`src/logic/ptm_pkg.sv`:
```
// Shared constants and types for the test mode entry control block
package ptm_pkg;

	// Clock and timing
	localparam int CLK_PERIOD_NS    = 50;                                               // 20 MHz clock
	localparam int PD_SETTLE_NS     = 1000;                                             // Power-down settle time
	localparam int PD_SETTLE_CYCLES = (PD_SETTLE_NS + CLK_PERIOD_NS - 1) / CLK_PERIOD_NS; // Least time, rounded up
	localparam int IND_SENSE_NS     = 2000;                                             // Indicator sense window
	localparam int IND_SENSE_CYCLES = (IND_SENSE_NS + CLK_PERIOD_NS - 1) / CLK_PERIOD_NS; // Least time, rounded up

	// Register byte offsets
	localparam logic [7:0] ADDR_CTRL   = 8'h00; // Control
	localparam logic [7:0] ADDR_STATUS = 8'h04; // Status, read only
	localparam logic [7:0] ADDR_IND    = 8'h08; // Indicator polarity modes
	localparam logic [7:0] ADDR_RESET  = 8'h0C; // Software reset, write only

	// Control register fields
	localparam int CTRL_PD_BIT   = 0; // Soft power-down request
	localparam int CTRL_AN_BIT   = 1; // Autonegotiation allow
	localparam int CTRL_FRC_BIT  = 2; // Autonegotiation forced configuration
	localparam int CTRL_ZERO_BIT = 3; // Zero symbol transmit mode
	localparam int CTRL_PAT_LSB  = 4; // Test pattern select, two bits
	localparam int CTRL_LVL_BIT  = 6; // High transmit level request

	// Status register fields
	localparam int ST_PD_BIT     = 0; // Soft power-down reached
	localparam int ST_STRAP_BIT  = 1; // Strap sampled high
	localparam int ST_LVL_BIT    = 2; // High transmit level in use
	localparam int ST_IND_A_BIT  = 3; // Indicator A sensed active high
	localparam int ST_IND_B_BIT  = 4; // Indicator B sensed active high
	localparam int ST_SENSE_BIT  = 5; // Polarity sensing in progress
	localparam int ST_TX_BIT     = 6; // Transmit path enabled

	// Indicator register fields and reset register field
	localparam int IND_A_LSB     = 0; // Indicator A mode, two bits
	localparam int IND_B_LSB     = 2; // Indicator B mode, two bits
	localparam int RESET_BIT     = 0; // Software reset trigger

	// Reset values of control bits
	localparam logic PD_REQ_RESET   = 1'b0;
	localparam logic AN_ALLOW_RESET = 1'b1;
	localparam logic FORCED_RESET   = 1'b0;
	localparam logic ZERO_RESET     = 1'b0;
	localparam logic LVL_REQ_RESET  = 1'b0;

	// Transmit symbol codes
	localparam logic [1:0] SYM_ZERO  = 2'h0;
	localparam logic [1:0] SYM_PLUS  = 2'h1;
	localparam logic [1:0] SYM_MINUS = 2'h3;

	// Droop pattern half length in symbols
	localparam logic [4:0] DROOP_HALF = 5'h0A;

	// Test pattern codes, all-zero is normal operation
	typedef enum logic [1:0] {PTM_PAT_NORMAL, PTM_PAT_ALT, PTM_PAT_DROOP, PTM_PAT_IDLE} ptm_pattern_type;

	// Indicator polarity modes, autosense first so reset selects it
	typedef enum logic [1:0] {PTM_IND_AUTO, PTM_IND_LOW, PTM_IND_HIGH, PTM_IND_SPARE} ptm_ind_mode_type;

endpackage : ptm_pkg

```
`src/logic/ptm_indicator.sv`:
```
// Indicator output driver with polarity sensing
`timescale 1ns/10ps
module ptm_indicator #(
	parameter int SENSE_CYCLES = ptm_pkg::IND_SENSE_CYCLES
) (
	input  wire logic                       clk,
	input  wire logic                       nrst,
	input  wire ptm_pkg::ptm_ind_mode_type  mode,
	input  wire logic                       sense_start,
	input  wire logic                       activity,
	input  wire logic                       pin_in,
	output logic                            pin_out,
	output logic                            pin_oe,
	output logic                            active_high,
	output logic                            sense_busy
);

	// Sense window must cover the pin synchroniser
	if (SENSE_CYCLES < 3 || SENSE_CYCLES > 1000)
	begin : g_chk
		$error("ptm_indicator: SENSE_CYCLES out of range");
	end

	localparam int SENSE_LIMIT = SENSE_CYCLES;

	// Sensing first, then normal drive
	typedef enum logic {PTM_IND_SENSE, PTM_IND_RUN} ptm_ind_phase_type;

	typedef struct packed {
		logic              sync1;         // Pin synchroniser, first stage
		logic              sync2;         // Pin synchroniser, second stage
		ptm_ind_phase_type phase;         // Sensing or driving
		logic [15:0]       count;         // Sense window counter
		logic              polarity_high; // Sensed polarity
		logic              out;           // Pin output level
		logic              oe;            // Pin output enable
	} ptm_ind_state_type;

	ptm_ind_state_type st;      // Registered state
	ptm_ind_state_type next_st; // Next state
	logic              eff_high; // Polarity in use

	// Next state logic
	always_comb
	begin
		next_st       = st;
		eff_high      = 1'b0;
		next_st.sync1 = pin_in;
		next_st.sync2 = st.sync1;
		case (mode)
			ptm_pkg::PTM_IND_HIGH: eff_high = 1'b1;
			ptm_pkg::PTM_IND_LOW:  eff_high = 1'b0;
			default:               eff_high = st.polarity_high;
		endcase
		case (st.phase)
			PTM_IND_SENSE:
			begin
				// Pin floats so the external pull decides the level
				next_st.oe  = 1'b0;
				next_st.out = 1'b0;
				if (st.count == 16'(SENSE_CYCLES - 1))
				begin
					// Pulled high means the diode hangs from supply, active low
					next_st.polarity_high = ~st.sync2;
					next_st.phase         = PTM_IND_RUN;
					next_st.count         = 16'h0000;
				end
				else
				begin
					next_st.count = st.count + 16'h0001;
				end
			end
			PTM_IND_RUN:
			begin
				// Drive activity in the chosen polarity
				next_st.oe  = 1'b1;
				next_st.out = eff_high ? activity : ~activity;
			end
			default:
			begin
				next_st.phase = PTM_IND_SENSE;
			end
		endcase
		// Software reset restarts sensing
		if (sense_start)
		begin
			next_st.phase = PTM_IND_SENSE;
			next_st.count = 16'h0000;
			next_st.oe    = 1'b0;
			next_st.out   = 1'b0;
		end
	end

	// State register, power-up and hardware reset start in sensing
	always_ff @(posedge clk or negedge nrst)
	begin
		if (!nrst)
			st <= '0;
		else
			st <= next_st;
	end

	// Outputs
	assign pin_out     = st.out;
	assign pin_oe      = st.oe;
	assign active_high = st.polarity_high;
	assign sense_busy  = (st.phase == PTM_IND_SENSE);

	property p_sense_restart;
		@(posedge clk) disable iff (!nrst)
		sense_start |=> (sense_busy && !pin_oe);
	endproperty
	a_sense_restart: assert property (p_sense_restart) else $error("sense not restarted");

	property p_sense_bound;
		@(posedge clk) disable iff (!nrst)
		(sense_busy && st.count == 16'h0000) |-> ##[1:SENSE_LIMIT] (!sense_busy || sense_start);
	endproperty
	a_sense_bound: assert property (p_sense_bound) else $error("sense window too long");

	property p_mode_high;
		@(posedge clk) disable iff (!nrst)
		(!sense_busy && !sense_start && mode == ptm_pkg::PTM_IND_HIGH) |=> (pin_oe && pin_out == $past(activity));
	endproperty
	a_mode_high: assert property (p_mode_high) else $error("active high drive wrong");

	property p_mode_auto;
		@(posedge clk) disable iff (!nrst)
		(!sense_busy && !sense_start && mode == ptm_pkg::PTM_IND_AUTO)
			|=> (pin_out == ($past(active_high) ? $past(activity) : !$past(activity)));
	endproperty
	a_mode_auto: assert property (p_mode_auto) else $error("autosense drive wrong");

endmodule : ptm_indicator

```
`src/logic/ptm_test_entry.sv`:
```
// Transmitter test mode entry control with register slave, strap and indicators
`timescale 1ns/10ps
module ptm_test_entry #(
	parameter int PD_SETTLE  = ptm_pkg::PD_SETTLE_CYCLES,
	parameter int SENSE_WAIT = ptm_pkg::IND_SENSE_CYCLES
) (
	input  wire logic        clk,
	input  wire logic        nrst,
	input  wire logic [7:0]  paddr,
	input  wire logic        psel,
	input  wire logic        penable,
	input  wire logic        pwrite,
	input  wire logic [31:0] pwdata,
	output logic [31:0]      prdata,
	output logic             pready,
	output logic             pslverr,
	input  wire logic        high_level_tx_strap,
	input  wire logic [1:0]  pcs_tx_symbol,
	input  wire logic        an_level_high,
	input  wire logic        link_activity_a,
	input  wire logic        link_activity_b,
	input  wire logic        indicator_out_a_in,
	output logic             indicator_out_a_out,
	output logic             indicator_out_a_oe,
	input  wire logic        indicator_out_b_in,
	output logic             indicator_out_b_out,
	output logic             indicator_out_b_oe,
	output logic [1:0]       tx_symbol,
	output logic             tx_path_enable,
	output logic             rx_path_enable,
	output logic             tx_level_high,
	output logic             autoneg_allow,
	output logic             autoneg_forced_config
);

	// Settle counter is eight bits wide, reached flag needs two cycles at least
	if (PD_SETTLE < 2 || PD_SETTLE > 255)
	begin : g_chk
		$error("ptm_test_entry: PD_SETTLE out of range");
	end

	localparam int PD_WAIT = PD_SETTLE + 1; // Bound for the reached flag

	typedef struct packed {
		logic                      pd_req;        // Soft power-down request
		logic                      an_allow;      // Autonegotiation allow
		logic                      an_forced;     // Forced configuration
		logic                      zero_en;       // Zero symbol mode
		ptm_pkg::ptm_pattern_type  pattern;       // Test pattern select
		logic                      lvl_req;       // High level request
		ptm_pkg::ptm_ind_mode_type ind_a_mode;    // Indicator A mode
		ptm_pkg::ptm_ind_mode_type ind_b_mode;    // Indicator B mode
		logic [7:0]                pd_count;      // Power-down settle count
		logic                      pd_reached;    // Power-down reached
		logic                      strap_s1;      // Strap synchroniser, first stage
		logic                      strap_s2;      // Strap synchroniser, second stage
		logic [1:0]                strap_stage;   // Cycles since reset release
		logic                      strap_latched; // Strap level caught
		logic                      strap_done;    // Strap capture complete
		logic [4:0]                pat_count;     // Droop pattern position
		logic                      alt_phase;     // Alternating pattern phase
		logic [1:0]                tx_symbol;     // Symbol to transmitter
		logic                      tx_en;         // Transmit path enable
		logic                      rx_en;         // Receive path enable
		logic                      lvl_high;      // High level in use
		logic [31:0]               rdata;         // Captured read data
		logic                      sense_kick;    // Restart polarity sensing
	} ptm_core_state_type;

	ptm_core_state_type st;       // Registered state
	ptm_core_state_type next_st;  // Next state
	logic               bus_write; // Write takes effect now
	logic               mapped;    // Address hits a register
	logic               run_tx;    // Pattern generator running
	logic               run_alt;   // Alternating pattern running
	logic               run_droop; // Droop pattern running
	logic               ind_a_high; // Indicator A polarity sensed
	logic               ind_b_high; // Indicator B polarity sensed
	logic               ind_a_busy; // Indicator A sensing
	logic               ind_b_busy; // Indicator B sensing

	// Bus decode, zero wait states
	assign mapped    = (paddr == ptm_pkg::ADDR_CTRL) || (paddr == ptm_pkg::ADDR_STATUS) ||
	                   (paddr == ptm_pkg::ADDR_IND) || (paddr == ptm_pkg::ADDR_RESET);
	assign bus_write = psel && penable && pwrite && mapped;
	assign pready    = psel && penable;
	assign pslverr   = psel && penable && !mapped;

	// Which generator is live this cycle
	assign run_tx    = st.tx_en && !st.zero_en;
	assign run_alt   = run_tx && (st.pattern == ptm_pkg::PTM_PAT_ALT);
	assign run_droop = run_tx && (st.pattern == ptm_pkg::PTM_PAT_DROOP);

	// Next state logic
	always_comb
	begin
		next_st            = st;
		next_st.sense_kick = 1'b0;

		// Strap passes two stages, then is caught once
		next_st.strap_s1 = high_level_tx_strap;
		next_st.strap_s2 = st.strap_s1;
		if (st.strap_stage != 2'h2)
			next_st.strap_stage = st.strap_stage + 2'h1;
		else if (!st.strap_done)
		begin
			next_st.strap_latched = st.strap_s2;
			next_st.strap_done    = 1'b1;
		end

		// Register writes
		if (bus_write)
		begin
			case (paddr)
				ptm_pkg::ADDR_CTRL:
				begin
					next_st.pd_req    = pwdata[ptm_pkg::CTRL_PD_BIT];
					next_st.an_allow  = pwdata[ptm_pkg::CTRL_AN_BIT];
					next_st.an_forced = pwdata[ptm_pkg::CTRL_FRC_BIT];
					next_st.pattern   = ptm_pkg::ptm_pattern_type'(pwdata[ptm_pkg::CTRL_PAT_LSB +: 2]);
					next_st.lvl_req   = pwdata[ptm_pkg::CTRL_LVL_BIT];
					// Clearing power-down also leaves zero mode
					if (!pwdata[ptm_pkg::CTRL_PD_BIT])
						next_st.zero_en = 1'b0;
					else
						next_st.zero_en = pwdata[ptm_pkg::CTRL_ZERO_BIT];
				end
				ptm_pkg::ADDR_IND:
				begin
					next_st.ind_a_mode = ptm_pkg::ptm_ind_mode_type'(pwdata[ptm_pkg::IND_A_LSB +: 2]);
					next_st.ind_b_mode = ptm_pkg::ptm_ind_mode_type'(pwdata[ptm_pkg::IND_B_LSB +: 2]);
				end
				ptm_pkg::ADDR_RESET:
				begin
					// Software reset restores control and resamples
					if (pwdata[ptm_pkg::RESET_BIT])
					begin
						next_st.pd_req      = ptm_pkg::PD_REQ_RESET;
						next_st.an_allow    = ptm_pkg::AN_ALLOW_RESET;
						next_st.an_forced   = ptm_pkg::FORCED_RESET;
						next_st.zero_en     = ptm_pkg::ZERO_RESET;
						next_st.lvl_req     = ptm_pkg::LVL_REQ_RESET;
						next_st.pattern     = ptm_pkg::PTM_PAT_NORMAL;
						next_st.ind_a_mode  = ptm_pkg::PTM_IND_AUTO;
						next_st.ind_b_mode  = ptm_pkg::PTM_IND_AUTO;
						next_st.strap_stage = 2'h0;
						next_st.strap_done  = 1'b0;
						next_st.sense_kick  = 1'b1;
					end
				end
				default:
				begin
					next_st.sense_kick = 1'b0;
				end
			endcase
		end

		// Power-down reached after the settle time
		if (!st.pd_req)
		begin
			next_st.pd_count   = 8'h00;
			next_st.pd_reached = 1'b0;
		end
		else if (!st.pd_reached)
		begin
			if (st.pd_count == 8'(PD_SETTLE - 1))
				next_st.pd_reached = 1'b1;
			else
				next_st.pd_count = st.pd_count + 8'h01;
		end

		// Paths live out of power-down, or in zero mode
		next_st.tx_en = !st.pd_req || st.zero_en;
		next_st.rx_en = !st.pd_req || st.zero_en;

		// Pattern sequencers idle unless their pattern runs
		next_st.alt_phase = run_alt ? !st.alt_phase : 1'b0;
		if (run_droop && st.pat_count != 5'h13)
			next_st.pat_count = st.pat_count + 5'h01;
		else
			next_st.pat_count = 5'h00;

		// Transmit symbol choice
		if (!st.tx_en || st.zero_en)
			next_st.tx_symbol = ptm_pkg::SYM_ZERO;
		else
		begin
			case (st.pattern)
				ptm_pkg::PTM_PAT_ALT:
					next_st.tx_symbol = st.alt_phase ? ptm_pkg::SYM_MINUS : ptm_pkg::SYM_PLUS;
				ptm_pkg::PTM_PAT_DROOP:
					next_st.tx_symbol = (st.pat_count < ptm_pkg::DROOP_HALF) ?
					                    ptm_pkg::SYM_PLUS : ptm_pkg::SYM_MINUS;
				default:
					next_st.tx_symbol = pcs_tx_symbol;
			endcase
		end

		// Strap high forbids the high level
		next_st.lvl_high = st.strap_done && !st.strap_latched &&
		                   (st.an_allow ? an_level_high : st.lvl_req);

		// Read data captured in the setup phase
		if (psel && !penable)
		begin
			next_st.rdata = 32'h0000_0000;
			case (paddr)
				ptm_pkg::ADDR_CTRL:
				begin
					next_st.rdata[ptm_pkg::CTRL_PD_BIT]          = st.pd_req;
					next_st.rdata[ptm_pkg::CTRL_AN_BIT]          = st.an_allow;
					next_st.rdata[ptm_pkg::CTRL_FRC_BIT]         = st.an_forced;
					next_st.rdata[ptm_pkg::CTRL_ZERO_BIT]        = st.zero_en;
					next_st.rdata[ptm_pkg::CTRL_PAT_LSB +: 2]    = st.pattern;
					next_st.rdata[ptm_pkg::CTRL_LVL_BIT]         = st.lvl_req;
				end
				ptm_pkg::ADDR_STATUS:
				begin
					next_st.rdata[ptm_pkg::ST_PD_BIT]            = st.pd_reached;
					next_st.rdata[ptm_pkg::ST_STRAP_BIT]         = st.strap_latched;
					next_st.rdata[ptm_pkg::ST_LVL_BIT]           = st.lvl_high;
					next_st.rdata[ptm_pkg::ST_IND_A_BIT]         = ind_a_high;
					next_st.rdata[ptm_pkg::ST_IND_B_BIT]         = ind_b_high;
					next_st.rdata[ptm_pkg::ST_SENSE_BIT]         = ind_a_busy || ind_b_busy;
					next_st.rdata[ptm_pkg::ST_TX_BIT]            = st.tx_en;
				end
				ptm_pkg::ADDR_IND:
				begin
					next_st.rdata[ptm_pkg::IND_A_LSB +: 2]       = st.ind_a_mode;
					next_st.rdata[ptm_pkg::IND_B_LSB +: 2]       = st.ind_b_mode;
				end
				default:
				begin
					next_st.rdata = 32'h0000_0000;
				end
			endcase
		end
	end

	// State register
	always_ff @(posedge clk or negedge nrst)
	begin
		if (!nrst)
		begin
			st          <= '0;
			st.an_allow <= ptm_pkg::AN_ALLOW_RESET;
		end
		else
		begin
			st <= next_st;
		end
	end

	// Indicator drivers
	ptm_indicator #(
		.SENSE_CYCLES (SENSE_WAIT)
	) u_ind_a (
		.clk         (clk),
		.nrst        (nrst),
		.mode        (st.ind_a_mode),
		.sense_start (st.sense_kick),
		.activity    (link_activity_a),
		.pin_in      (indicator_out_a_in),
		.pin_out     (indicator_out_a_out),
		.pin_oe      (indicator_out_a_oe),
		.active_high (ind_a_high),
		.sense_busy  (ind_a_busy)
	);

	ptm_indicator #(
		.SENSE_CYCLES (SENSE_WAIT)
	) u_ind_b (
		.clk         (clk),
		.nrst        (nrst),
		.mode        (st.ind_b_mode),
		.sense_start (st.sense_kick),
		.activity    (link_activity_b),
		.pin_in      (indicator_out_b_in),
		.pin_out     (indicator_out_b_out),
		.pin_oe      (indicator_out_b_oe),
		.active_high (ind_b_high),
		.sense_busy  (ind_b_busy)
	);

	// Outputs from registers
	assign prdata                = st.rdata;
	assign tx_symbol             = st.tx_symbol;
	assign tx_path_enable        = st.tx_en;
	assign rx_path_enable        = st.rx_en;
	assign tx_level_high         = st.lvl_high;
	assign autoneg_allow         = st.an_allow;
	assign autoneg_forced_config = st.an_forced;

	property p_pd_reached;
		@(posedge clk) disable iff (!nrst)
		(st.pd_req && !st.pd_reached) |-> ##[1:PD_WAIT] (st.pd_reached || !st.pd_req);
	endproperty
	a_pd_reached: assert property (p_pd_reached) else $error("power-down not reached in time");

	property p_pd_early;
		@(posedge clk) disable iff (!nrst)
		$rose(st.pd_req) |-> !st.pd_reached ##1 !st.pd_reached;
	endproperty
	a_pd_early: assert property (p_pd_early) else $error("power-down reached too early");

	property p_strap_low_level;
		@(posedge clk) disable iff (!nrst)
		(st.strap_done && st.strap_latched) |=> !tx_level_high;
	endproperty
	a_strap_low_level: assert property (p_strap_low_level) else $error("high level with strap high");

	property p_level_permit;
		@(posedge clk) disable iff (!nrst)
		(st.strap_done && !st.strap_latched && !st.an_allow && st.lvl_req) |=> tx_level_high;
	endproperty
	a_level_permit: assert property (p_level_permit) else $error("high level refused with strap low");

	property p_alt_pattern;
		@(posedge clk) disable iff (!nrst)
		(run_alt ##1 run_alt) |=> (tx_symbol != $past(tx_symbol) && tx_symbol != ptm_pkg::SYM_ZERO);
	endproperty
	a_alt_pattern: assert property (p_alt_pattern) else $error("alternating pattern broken");

	property p_droop_plus;
		@(posedge clk) disable iff (!nrst)
		(run_droop && st.pat_count == 5'h09) |=> (tx_symbol == ptm_pkg::SYM_PLUS);
	endproperty
	a_droop_plus: assert property (p_droop_plus) else $error("droop plus run wrong");

	property p_droop_wrap;
		@(posedge clk) disable iff (!nrst)
		(run_droop && st.pat_count == 5'h13) |=> (tx_symbol == ptm_pkg::SYM_MINUS && st.pat_count == 5'h00);
	endproperty
	a_droop_wrap: assert property (p_droop_wrap) else $error("droop wrap wrong");

	property p_zero_mode;
		@(posedge clk) disable iff (!nrst)
		st.zero_en |=> (tx_symbol == ptm_pkg::SYM_ZERO && tx_path_enable && rx_path_enable);
	endproperty
	a_zero_mode: assert property (p_zero_mode) else $error("zero mode output wrong");

	property p_zero_exit;
		@(posedge clk) disable iff (!nrst)
		(bus_write && paddr == ptm_pkg::ADDR_CTRL && !pwdata[ptm_pkg::CTRL_PD_BIT]) |=> (!st.zero_en ##1 tx_path_enable);
	endproperty
	a_zero_exit: assert property (p_zero_exit) else $error("power-down clear did not resume");

	property p_normal_code;
		@(posedge clk) disable iff (!nrst)
		(run_tx && st.pattern == ptm_pkg::PTM_PAT_NORMAL) |=> (tx_symbol == $past(pcs_tx_symbol));
	endproperty
	a_normal_code: assert property (p_normal_code) else $error("normal code not passing data");

endmodule : ptm_test_entry

```
`config.mk`:
```
export PLATFORM = sky130hd
export DESIGN_NAME = ptm_test_entry
export DESIGN_NICKNAME = d
export VERILOG_FILES = /design/src/logic/ptm_pkg.sv /design/src/logic/ptm_indicator.sv /design/src/logic/ptm_test_entry.sv
export SDC_FILE = /design/constraint.sdc
export NUM_CORES = 1
export LEC_CHECK = 0
export BUFFER_PORTS_ARGS = -buffer_cell sky130_fd_sc_hd__buf_4
export CAP_MARGIN = 10
export CORE_MARGIN = 4
export CORE_UTILIZATION = 40
export DETAILED_ROUTE_END_ITERATION = 7
export PLACE_DENSITY = 0.58
export SETUP_SLACK_MARGIN = 0.02
export SKIP_CTS_REPAIR_TIMING = 1
export SLEW_MARGIN = 20
export SYNTH_ARGS = -nofsm -noshare
export SYNTH_HDL_FRONTEND = slang
export SYNTH_SLANG_ARGS = --single-unit
```
`constraint.sdc`:
```
create_clock -name clk -period 2 [get_ports clk]
set_input_delay 0.1 -clock clk [delete_from_list [all_inputs] [get_ports clk]]
set_output_delay 0.1 -clock clk [all_outputs]
set_load 0.005 [all_outputs]
```
==> impl_metrics.env, run 1 <==
export IMPL_status="complete, no violations"
export IMPL_gr_usage_met1_pct=21.2
export IMPL_min_path_type="in -> reg"
export IMPL_cts_buffers=9
export IMPL_synth_compound_area_share_pct=15.4
export IMPL_start_util_pct=41.1
export IMPL_cts_sinks=88
export IMPL_p_leak_nw=2.57
export IMPL_cp_data_arrival_time_ns=2.08
export IMPL_synth_seq_cells=88
export IMPL_vias=3667
export IMPL_synth_flop_cell="dfrtp_1"
export IMPL_grt_max_degree=38
export IMPL_netlist_instances=477
export IMPL_grt_pass1_wl_mm=17.2
export IMPL_grt_pass1_vias=3548
export IMPL_synth_cell_types=67
export IMPL_synth_largest_area_cell="dfrtp_1"
export IMPL_synth_seq_area_share_pct=46.7
export IMPL_top_usage_layer="met2"
export IMPL_maxCapViolations=0
export IMPL_hold_viol=0
export IMPL_dr_pass1_iters=4
export IMPL_met2_usage_pct=25.4
export IMPL_cts_clk_slew_worst_paths_ns=0.07
export IMPL_regToRegEndpoint="u_ind_b.st[7]"
export IMPL_grtUsageMet3_pct=4.72
export IMPL_h_tree_depth=3
export IMPL_io_pins=98
export IMPL_r2r_cells=5
export IMPL_timing_rr_start="u_ind_b.st[6]"
export IMPL_fin_util_pct=48.3
export IMPL_setup_violations=0
export IMPL_tightest_slew_ns=0.794
export IMPL_layout_nets=597
export IMPL_crit_path_start="u_ind_b.st[6]"
export IMPL_grt_overflow=0
export IMPL_antennaDiodeCount=0
export IMPL_cp_end_kind="flip-flop"
export IMPL_max_slew_margin_pct=47.0
export IMPL_clkLatencyLatePin_ns=0.34
export IMPL_syn_area_um2=4720
export IMPL_synth_top_area_share_pct=46.2
export IMPL_wl_mm=10.2
export IMPL_drt_iter0_drc=164
export IMPL_layout_min_cycle_time_ns=1.86
export IMPL_final_area_um2=5540
export IMPL_die_w_um=117
export IMPL_worstSetupStartpointType="flip-flop"
export IMPL_synth_most_common_cell="dfrtp_1"
export IMPL_finalCritPeriodShare_pct=93.0
export IMPL_synth_edf_count=0
export IMPL_worst_slack_ns=0.140
export IMPL_rrSetupSlack_ns=0.14
export IMPL_port_buffers=47
export IMPL_dpl_cell_area_um2=5170
export IMPL_hold_slack_ns=0.0114
export IMPL_grt_total_usage_pct=15.9
export IMPL_worstSetupPathType="reg -> reg"
export IMPL_areaGrowthSynthToFinish_pct=17.5
export IMPL_ant_nets=0
export IMPL_place_congestion=0.792
export IMPL_drc_errors=0
export IMPL_drive_gt1_share_pct=19.1
export IMPL_synth_mux_area_fraction_pct=2.81
export IMPL_rsz0062_at_grt="false"
export IMPL_post_place_ws_ns=0.0674
export IMPL_min_delay_start="link_activity_a"
export IMPL_antenna_found_initial=0
export IMPL_synth_fa_ha_area_share_pct=2.65
export IMPL_dp_hpwl_mm=7.37
export IMPL_hold_end="u_ind_a.pin_out"
export IMPL_fmax_ghz=0.538
export IMPL_tritoncts="done"
export IMPL_fin_worst_skew_ns=0.00904
export IMPL_peakVddDrop_mv=0.487
export IMPL_synthArstFlopShare_pct=100
export IMPL_ys_top_cells_by_count="dfrtp_1, nand2_1, buf_4, nor2_1, o21ai_0"
export IMPL_synthSimpleGateAreaFrac_pct=21.2
export IMPL_core_um2=11500
export IMPL_synth_top_family_by_area="simple AND/OR/NAND/NOR gates"
export IMPL_dieArea_um2=13600
export IMPL_cts_root_buf="clkbuf_16"
export IMPL_rows=39
export IMPL_postSynthAreaPerCell_um2=9.89
export IMPL_powerDensity_nw_per_um2=967
export IMPL_place_inst=660
export IMPL_total_power_mw=5.36
export IMPL_finalSetupTns_ns=0
export IMPL_avgViaCountPerCell=5.38
export IMPL_fillers=1063
export IMPL_synth_area_leaders="dfrtp_1, buf_4, nand2_1, ha_1, nand4_1"
export IMPL_routedWlPerCell_um=15.0
export IMPL_cp_required_ns=2.22
export IMPL_cp_max_fo=30
export IMPL_yosysWarnings=0
export IMPL_hold_depth=3
export IMPL_die_h_um=117
export IMPL_final_cells=682
export IMPL_drv_slew=0
export IMPL_synthXorXnorAreaFrac_pct=2.04
export IMPL_cts_max_path_buffers=2
==> layout make-up <==
cell class / instances / area [um2] / area share [%]
inverter: 17 / 63.8 / 1.15
multi-input combinational: 341 / 2190 / 39.4
clock inverter: 7 / 80.1 / 1.44
tap: 143 / 179 / 3.23
sequential: 88 / 2200 / 39.7
timing repair buffer: 77 / 606 / 10.9
clock buffer: 9 / 225 / 4.06
==> kinds of logic after synthesis <==
group / Yosys count
and+or+nand+nor: 178
DFF: 88
muxes: 13
adders and majority gates: 10
AOI/OAI and AO/OA: 104
buffers and inverters: 72
xor gates and xnor gates: 11
other: 1
==> placed cells by master, fill, tap and decap left out, drive strengths merged, types with 10 or more instances in the layout <==
| cell type | netlist | final |
|---|---|---|
| mux2i | 11 | 11 |
| nand4 | 19 | 19 |
| dfrtp | 87 | 87 |
| nor4 | 12 | 12 |
| o21ai | 21 | 21 |
| nand2 | 44 | 44 |
| and2 | 13 | 13 |
| nor2 | 25 | 25 |
| buf | 44 | 71 |
| a21oi | 13 | 13 |
| conb | 1 | 25 |
| inv | 16 | 17 |
| ha | 10 | 10 |
| nand3 | 13 | 13 |
| a31oi | 13 | 13 |
==> flip-flops by register name, summed over array words and instances, names as in the netlist <==
register	flops
st	30
u_ind_b.active_high	1
prdata	7
u_ind_b.pin_out	1
tx_symbol	2
u_ind_b.st	18
u_ind_a.st	18
next_st	1
u_ind_a.pin_out	1
u_ind_a.active_high	1
tx_level_high	1
autoneg_forced_config	1
u_ind_a.next_st	1
autoneg_allow	1
rx_path_enable	1
u_ind_b.pin_oe	1
u_ind_b.next_st	1
u_ind_a.pin_oe	1
==> per-layer routing <==
layer,vias up,wire length (um)
li1,1802,-
met3,10,410
met4,0,99
met5,-,0
met2,63,4870
met1,1792,4850
==> where the power goes <==
group          leakage (nW)  internal (mW)  switching (mW)
logic                  1.26          0.661           0.779
registers              1.17           2.01           0.204
clock network         0.142          0.979           0.734
total                  2.57           3.65            1.72
==> worst max path at each step <==
stage                      to
2_1_floorplan  u_ind_b.st[16]
3_3_place_gp    u_ind_a.st[7]
3_5_place_dp    u_ind_a.st[7]
4_1_cts         u_ind_a.st[7]
5_1_grt        u_ind_a.st[15]
6_report        u_ind_b.st[7]
==> critical path: stages (launching register included) <==
cell and delay (ns):
dfrtp_1 0.44, nor4b_1 0.52, a41oi_2 0.17, buf_4 0.25, a21o_1 0.18, a22o_1 0.17
No activity file was read; power rests on OpenSTA's default activity.
==> inputs of run 2 (changes only) <==
--- a/config.mk
+++ b/config.mk
@@ -5,11 +5,13 @@
 export SDC_FILE = /design/constraint.sdc
 export NUM_CORES = 1
 export LEC_CHECK = 0
+export ABC_AREA = 1
 export BUFFER_PORTS_ARGS = -buffer_cell sky130_fd_sc_hd__buf_4
 export CAP_MARGIN = 10
 export CORE_MARGIN = 4
 export CORE_UTILIZATION = 40
 export DETAILED_ROUTE_END_ITERATION = 7
+export MAX_ROUTING_LAYER = met4
 export PLACE_DENSITY = 0.58
 export SETUP_SLACK_MARGIN = 0.02
 export SKIP_CTS_REPAIR_TIMING = 1
==> run 2 against run 1 <==
Compared with the run above:
- clock power is 8% higher
- total power is 0.26% lower
- first-iteration DRC count is 34% higher
- routed wire length is 5.8% higher
- fmax is 7.0% higher
==> impl_metrics.env, run 2 <==
export IMPL_synth_largest_area_cell="dfrtp_1"
export IMPL_worstSetupStartpointType="flip-flop"
export IMPL_vias=4200
export IMPL_port_buffers=47
export IMPL_largest_reg_flops=30
export IMPL_top_register="st"
export IMPL_tritoncts="done"
export IMPL_setup_violations=0
export IMPL_drc_errors=0
export IMPL_rows=40
export IMPL_cpMostUsedCell="nand2_1"
export IMPL_cpPeakStageDelay_ns=0.41
export IMPL_worstSetupPathType="reg -> reg"
export IMPL_cts_buffers=9
export IMPL_antenna_found_initial=0
export IMPL_synth_cell_types=39
export IMPL_mostFrequentLayoutCells="nand2_1, dfrtp_1, nor2_1, inv_1, buf_4"
export IMPL_areaGrowthSynthToFinish_pct=16.5
export IMPL_start_util_pct=41.2
export IMPL_p_leak_nw=2.87
export IMPL_status="complete, no violations"
export IMPL_path_cells="ha_1, nand2_1, inv_1, nand2_1, nor2_1, nand2_1, nand3_1, inv_1, nand2_1, nand2_1"
export IMPL_netlist_instances=652
export IMPL_fin_worst_skew_ns=0.00480
export IMPL_finalCritPeriodShare_pct=86.9
export IMPL_pwr_share_comb_pct=23.0
export IMPL_layout_nets=771
export IMPL_io_pins=98
export IMPL_clock_power_share_pct=34.6
export IMPL_cp_required_ns=2.23
export IMPL_fmax_ghz=0.575
export IMPL_drv_slew=0
export IMPL_avgViaCountPerCell=4.77
export IMPL_ys_top_cells_by_count="nand2_1, dfrtp_1, nor2_1, inv_1, buf_4"
export IMPL_hold_viol=0
export IMPL_synth_flop_cell="dfrtp_1"
export IMPL_dieArea_um2=14300
export IMPL_p_seq_share_pct=42.3
export IMPL_wl_mm=10.8
export IMPL_dr_pass1_iters=5
export IMPL_synth_edf_count=0
export IMPL_yosysWarnings=0
export IMPL_synthArstFlopShare_pct=100
export IMPL_die_h_um=120
export IMPL_reg_top3="st (30), u_ind_a.st (18), u_ind_b.st (18)"
export IMPL_p_sw_mw=1.70
export IMPL_synth_seq_area_share_pct=44.1
export IMPL_routedWlPerCell_um=12.3
export IMPL_layout_min_cycle_time_ns=1.74
export IMPL_final_area_um2=5820
export IMPL_p_int_mw=3.64
export IMPL_post_place_ws_ns=0.281
export IMPL_drt_iter0_drc=220
export IMPL_layout_commonest_cell="nand2_1"
export IMPL_grt_pass1_wl_mm=18.3
export IMPL_h_tree_depth=3
export IMPL_cts_root_buf="clkbuf_16"
export IMPL_cts_sinks=88
export IMPL_crit_slowest_cell="dfrtp_1"
export IMPL_worst_slack_ns=0.262
export IMPL_die_w_um=120
export IMPL_total_power_mw=5.35
export IMPL_synth_most_common_cell="nand2_1"
export IMPL_finalSetupTns_ns=0
export IMPL_clkLatencyLatePin_ns=0.34
export IMPL_core_um2=12100
export IMPL_place_congestion=0.879
export IMPL_cp_max_fo=7
export IMPL_min_path_type="in -> reg"
export IMPL_syn_area_um2=4990
export IMPL_grt_pass1_vias=3910
export IMPL_grt_overflow=0
export IMPL_path_buf_inv=2
export IMPL_grt_max_degree=43
export IMPL_synth_seq_cells=88
export IMPL_drive_gt1_share_pct=13.2
export IMPL_dp_hpwl_mm=8.13
export IMPL_p_sw_share_pct=31.9
export IMPL_antennaDiodeCount=0
export IMPL_maxCapViolations=0
export IMPL_cts_max_path_buffers=2
export IMPL_synth_top_area_share_pct=43.6
export IMPL_cts_clk_slew_worst_paths_ns=0.06
export IMPL_fin_util_pct=48.0
export IMPL_synth_area_leaders="dfrtp_1, nand2_1, nor2_1, buf_4, inv_1"
export IMPL_rsz0062_at_grt="false"
export IMPL_grt_total_usage_pct=16.0
export IMPL_ant_nets=0
export IMPL_cp_end_kind="flip-flop"
export IMPL_cp_data_arrival_time_ns=1.97
export IMPL_dpl_cell_area_um2=5420
export IMPL_postSynthAreaPerCell_um2=7.66
export IMPL_peakVddDrop_mv=0.379
export IMPL_powerDensity_nw_per_um2=920
export IMPL_path_delay_family="simple AND/OR/NAND/NOR gates"
[run 2: changes by cell type in the layout (fill, tap and decap cells not counted), sizes merged, moves of 8 or more]
cell,change
a31oi,-12
o21ai,+13
nor2b,-8
and2,-12
nand3,+23
buf,-15
nand2,+151
mux2i,-8
a22o,-9
inv,+59
nor2,+65
a21o,-9
nor4,-12
[run 2: power by group through the flow]
stage | clock network, mW | registers, mW | logic, mW
floorplan | 0 | 2.25 | 0.848
global placement | 0 | 2.29 | 1.20
detailed placement | 0 | 2.30 | 1.24
CTS | 1.89 | 2.26 | 1.24
global route | 1.97 | 2.30 | 1.44
finish | 1.85 | 2.26 | 1.23
[run 2: tightest hold or removal path, stage by stage]
cell and delay [ns]:
buf_4 0.09, nand3_1 0.07, nand2_1 0.06
[run 2: path summary, 6_finish.rpt]
| check | startpoint | to | slack [ns] | depth (start not counted) |
|---|---|---|---|---|
| setup / recovery | u_ind_a.st[3] | u_ind_a.st[16] | 0.26 | 10 |
| hold reg to reg | next_st[48] | st[48] | 0.35 | 0 |
| min in group asynchronous | nrst | u_ind_b.pin_oe | 0.23 | 2 |
| max in group asynchronous | nrst | u_ind_b.st[16] | 1.15 | 3 |
| setup reg to reg | u_ind_a.st[3] | u_ind_a.st[16] | 0.26 | 10 |
| hold / removal | pwdata[1] | st[62] | 0.007 | 3 |
[run 2: through the flow]
step                      instances  hold WS (ns)
final                           881       0.00675
after global routing            881        0.0130
after CTS                       874        -0.308
after detailed placement        858        0.0593
after global placement          858        0.0582
after floorplan                 676        -0.196
[run 2: kinds of logic after synthesis]
logic type                 share of synthesized area [%]
AOI/OAI and AO/OA                                   6.99
xor gates and xnor gates                            2.28
adders and majority gates                           2.51
buffers and inverters                               11.8
DFF                                                 44.1
muxes                                              0.602
other                                             0.0751
and+or+nand+nor                                     31.6
[run 2: cell type report]
cell class                 instances  area [um2]
fill                            1219        6300
multi-input combinational        470        2290
sequential                        88        2200
timing repair buffer              63         503
inverter                          76         285
clock buffer                      12         246
tap                              168         210
clock inverter                     4        76.3
[run 2: metal layers]
layer / routed length, um / global-route usage (%) / up-vias
li1: - / - / 2130
met1: 5100 / 20.9 / 1950
met2: 5110 / 25.5 / 106
met3: 434 / 2.03 / 14
met4: 187 / 6.51 / 0
met5: 0 / - / -
==> inputs of run 3 (changes only) <==
--- a/config.mk
+++ b/config.mk
@@ -12,7 +12,7 @@
 export CORE_UTILIZATION = 40
 export DETAILED_ROUTE_END_ITERATION = 7
 export MAX_ROUTING_LAYER = met4
-export PLACE_DENSITY = 0.58
+export PLACE_DENSITY = 0.6
 export SETUP_SLACK_MARGIN = 0.02
 export SKIP_CTS_REPAIR_TIMING = 1
 export SLEW_MARGIN = 20
==> constraint.sdc (replaced) <==
create_clock -name clk -period 1.5 [get_ports clk]
set_input_delay 0.075 -clock clk [delete_from_list [all_inputs] [get_ports clk]]
set_output_delay 0.075 -clock clk [all_outputs]
set_load 0.005 [all_outputs]
==> run 3 against run 2 <==
Compared with the run above:
- global-route usage is 0.81 points higher
- critical endpoint is now u_ind_b.st[16]
- fmax increased by 24%
- hold slack improved by 0.027 ns
- highest routed layer unchanged
- largest power group unchanged
- sequential share of layout area is 2.2 points lower
- cell count up 4.2%
- first-iteration DRC count decreased by 0.45%
- core utilization is 3.0 points higher
==> impl_metrics.env, run 3 (same netlist as run 2, synthesis figures left out) <==
export IMPL_status="complete, no violations"
export IMPL_avgViaCountPerCell=4.70
export IMPL_cp_data_arrival_time_ns=1.63
export IMPL_port_buffers=47
export IMPL_layout_nets=808
export IMPL_place_inst=888
export IMPL_antenna_found_initial=0
export IMPL_drt_iter0_drc=219
export IMPL_dp_hpwl_mm=8.66
export IMPL_cts_sinks=88
export IMPL_tritoncts="done"
export IMPL_p_leak_nw=3.05
export IMPL_grt_overflow=0
export IMPL_core_um2=12100
export IMPL_antennaDiodeCount=0
export IMPL_fillers=1207
export IMPL_finalSetupTns_ns=0
export IMPL_fin_worst_skew_ns=0.00623
export IMPL_hold_viol=0
export IMPL_wl_mm=11.6
export IMPL_rows=40
export IMPL_grt_total_usage_pct=16.8
export IMPL_min_path_type="in -> reg"
export IMPL_cts_max_path_buffers=2
export IMPL_worstSetupPathType="reg -> reg"
export IMPL_drive_gt1_share_pct=20.9
export IMPL_top_register="st"
export IMPL_reg_top3="st (30), u_ind_a.st (18), u_ind_b.st (18)"
export IMPL_ant_nets=0
export IMPL_pwr_share_comb_pct=31.2
export IMPL_cp_end_kind="flip-flop"
export IMPL_p_seq_share_pct=40.0
export IMPL_fmax_ghz=0.711
export IMPL_setup_violations=0
export IMPL_mostFrequentLayoutCells="nand2_1, dfrtp_1, buf_4, nor2_1, inv_1"
export IMPL_dr_pass1_iters=4
export IMPL_maxCapViolations=0
export IMPL_cp_required_ns=1.72
export IMPL_p_sw_share_pct=33.0
export IMPL_layout_commonest_cell="nand2_1"
export IMPL_dieArea_um2=14300
export IMPL_p_int_mw=4.94
export IMPL_layout_min_cycle_time_ns=1.41
export IMPL_h_tree_depth=3
export IMPL_routedWlPerCell_um=12.6
export IMPL_grt_pass1_vias=4151
export IMPL_worstSetupStartpointType="flip-flop"
export IMPL_cts_root_buf="clkbuf_16"
export IMPL_place_congestion=0.882
export IMPL_p_sw_mw=2.44
export IMPL_io_pins=98
export IMPL_areaGrowthSynthToFinish_pct=23.8
export IMPL_finalCritPeriodShare_pct=93.7
export IMPL_powerDensity_nw_per_um2=1190
export IMPL_cp_max_fo=5
export IMPL_drc_errors=0
export IMPL_seq_area_um2=2200
export IMPL_die_w_um=120
export IMPL_start_util_pct=41.2
export IMPL_clkLatencyLatePin_ns=0.34
export IMPL_final_cells=918
export IMPL_vias=4316
export IMPL_drv_slew=0
export IMPL_cts_clk_slew_worst_paths_ns=0.06
export IMPL_die_h_um=120
export IMPL_cts_buffers=9
export IMPL_multi_input_area_um2=2380
export IMPL_grt_pass1_wl_mm=19.1
export IMPL_clock_power_share_pct=28.8
export IMPL_grt_max_degree=37
export IMPL_largest_reg_flops=30
export IMPL_peakVddDrop_mv=0.611
==> run 3: changes by cell type in the layout (fill, tap and decap cells not counted), moves of 7 or more <==
cell     before  now
buf_4        55   85
nor2_1       80   72
nor2_2        7   14
o21ai_0      28   15
o21ai_1       6   19
==> run 3: final cells by class <==
cell class / count / area share [%]
clock buffers: 12 / 4.15
clock inverters: 4 / 0.466
inverters: 76 / 4.62
multi-input cells: 470 / 38.5
flip-flops and latches: 88 / 35.7
well taps: 168 / 3.40
repair buffers: 100 / 13.2
==> run 3: metal layers <==
layer,vias to the layer above,GRT usage [%],part of all wire (%)
li1,2201,-,-
met1,2041,21.8,48
met2,70,26.9,49
met3,4,4.15,3.0
met4,0,3.94,0.53
met5,-,-,0
==> run 3: path summary, 6_finish.rpt <==
path	from	end	slack (ns)	cells after the start
max	u_ind_b.st[4]	u_ind_b.st[16]	0.09	9
min reg2reg	next_st[48]	st[48]	0.35	0
min in group asynchronous	nrst	u_ind_b.st[8]	0.18	2
min	pcs_tx_symbol[1]	tx_symbol[1]	0.03	3
max reg2reg	u_ind_b.st[4]	u_ind_b.st[16]	0.09	9
max in group asynchronous	nrst	autoneg_allow	0.78	3
==> run 3: power groups by stage <==
| stage | clock network [mW] | logic (mW) | registers (mW) |
|---|---|---|---|
| after detailed placement | 0 | 2.02 | 2.99 |
| after global placement | 0 | 1.97 | 2.97 |
| after CTS | 2.20 | 2.03 | 2.95 |
| after global routing | 2.31 | 2.58 | 3.00 |
| final | 2.12 | 2.30 | 2.95 |
| after floorplan | 0 | 1.13 | 3.00 |
==> run 3: critical path, cell delays in order, from the launching register on <==
cell and delay [ns]:
dfrtp_1 0.35, ha_2 0.19, nand2_2 0.06, inv_2 0.07, nand2_2 0.04, nor2_2 0.15
nand2_2 0.11, nand3_4 0.11, buf_6 0.13, o21bai_1 0.07
==> run 3: stage by stage <==
step	cell area, um2	power [mW]	worst slack, ns	utilization, %	hold WS, ns
6_report	6180	7.38	0.0942	51.0	0.0334
5_1_grt	6180	7.89	-0.00295	51.0	0.0657
4_1_cts	5950	7.18	0.0175	49.1	-0.375
3_5_place_dp	5660	5.01	0.0344	46.7	-0.00150
3_3_place_gp	5660	4.94	0.0829	46.7	-0.00258
2_1_floorplan	5080	4.13	0.0334	-	-0.221
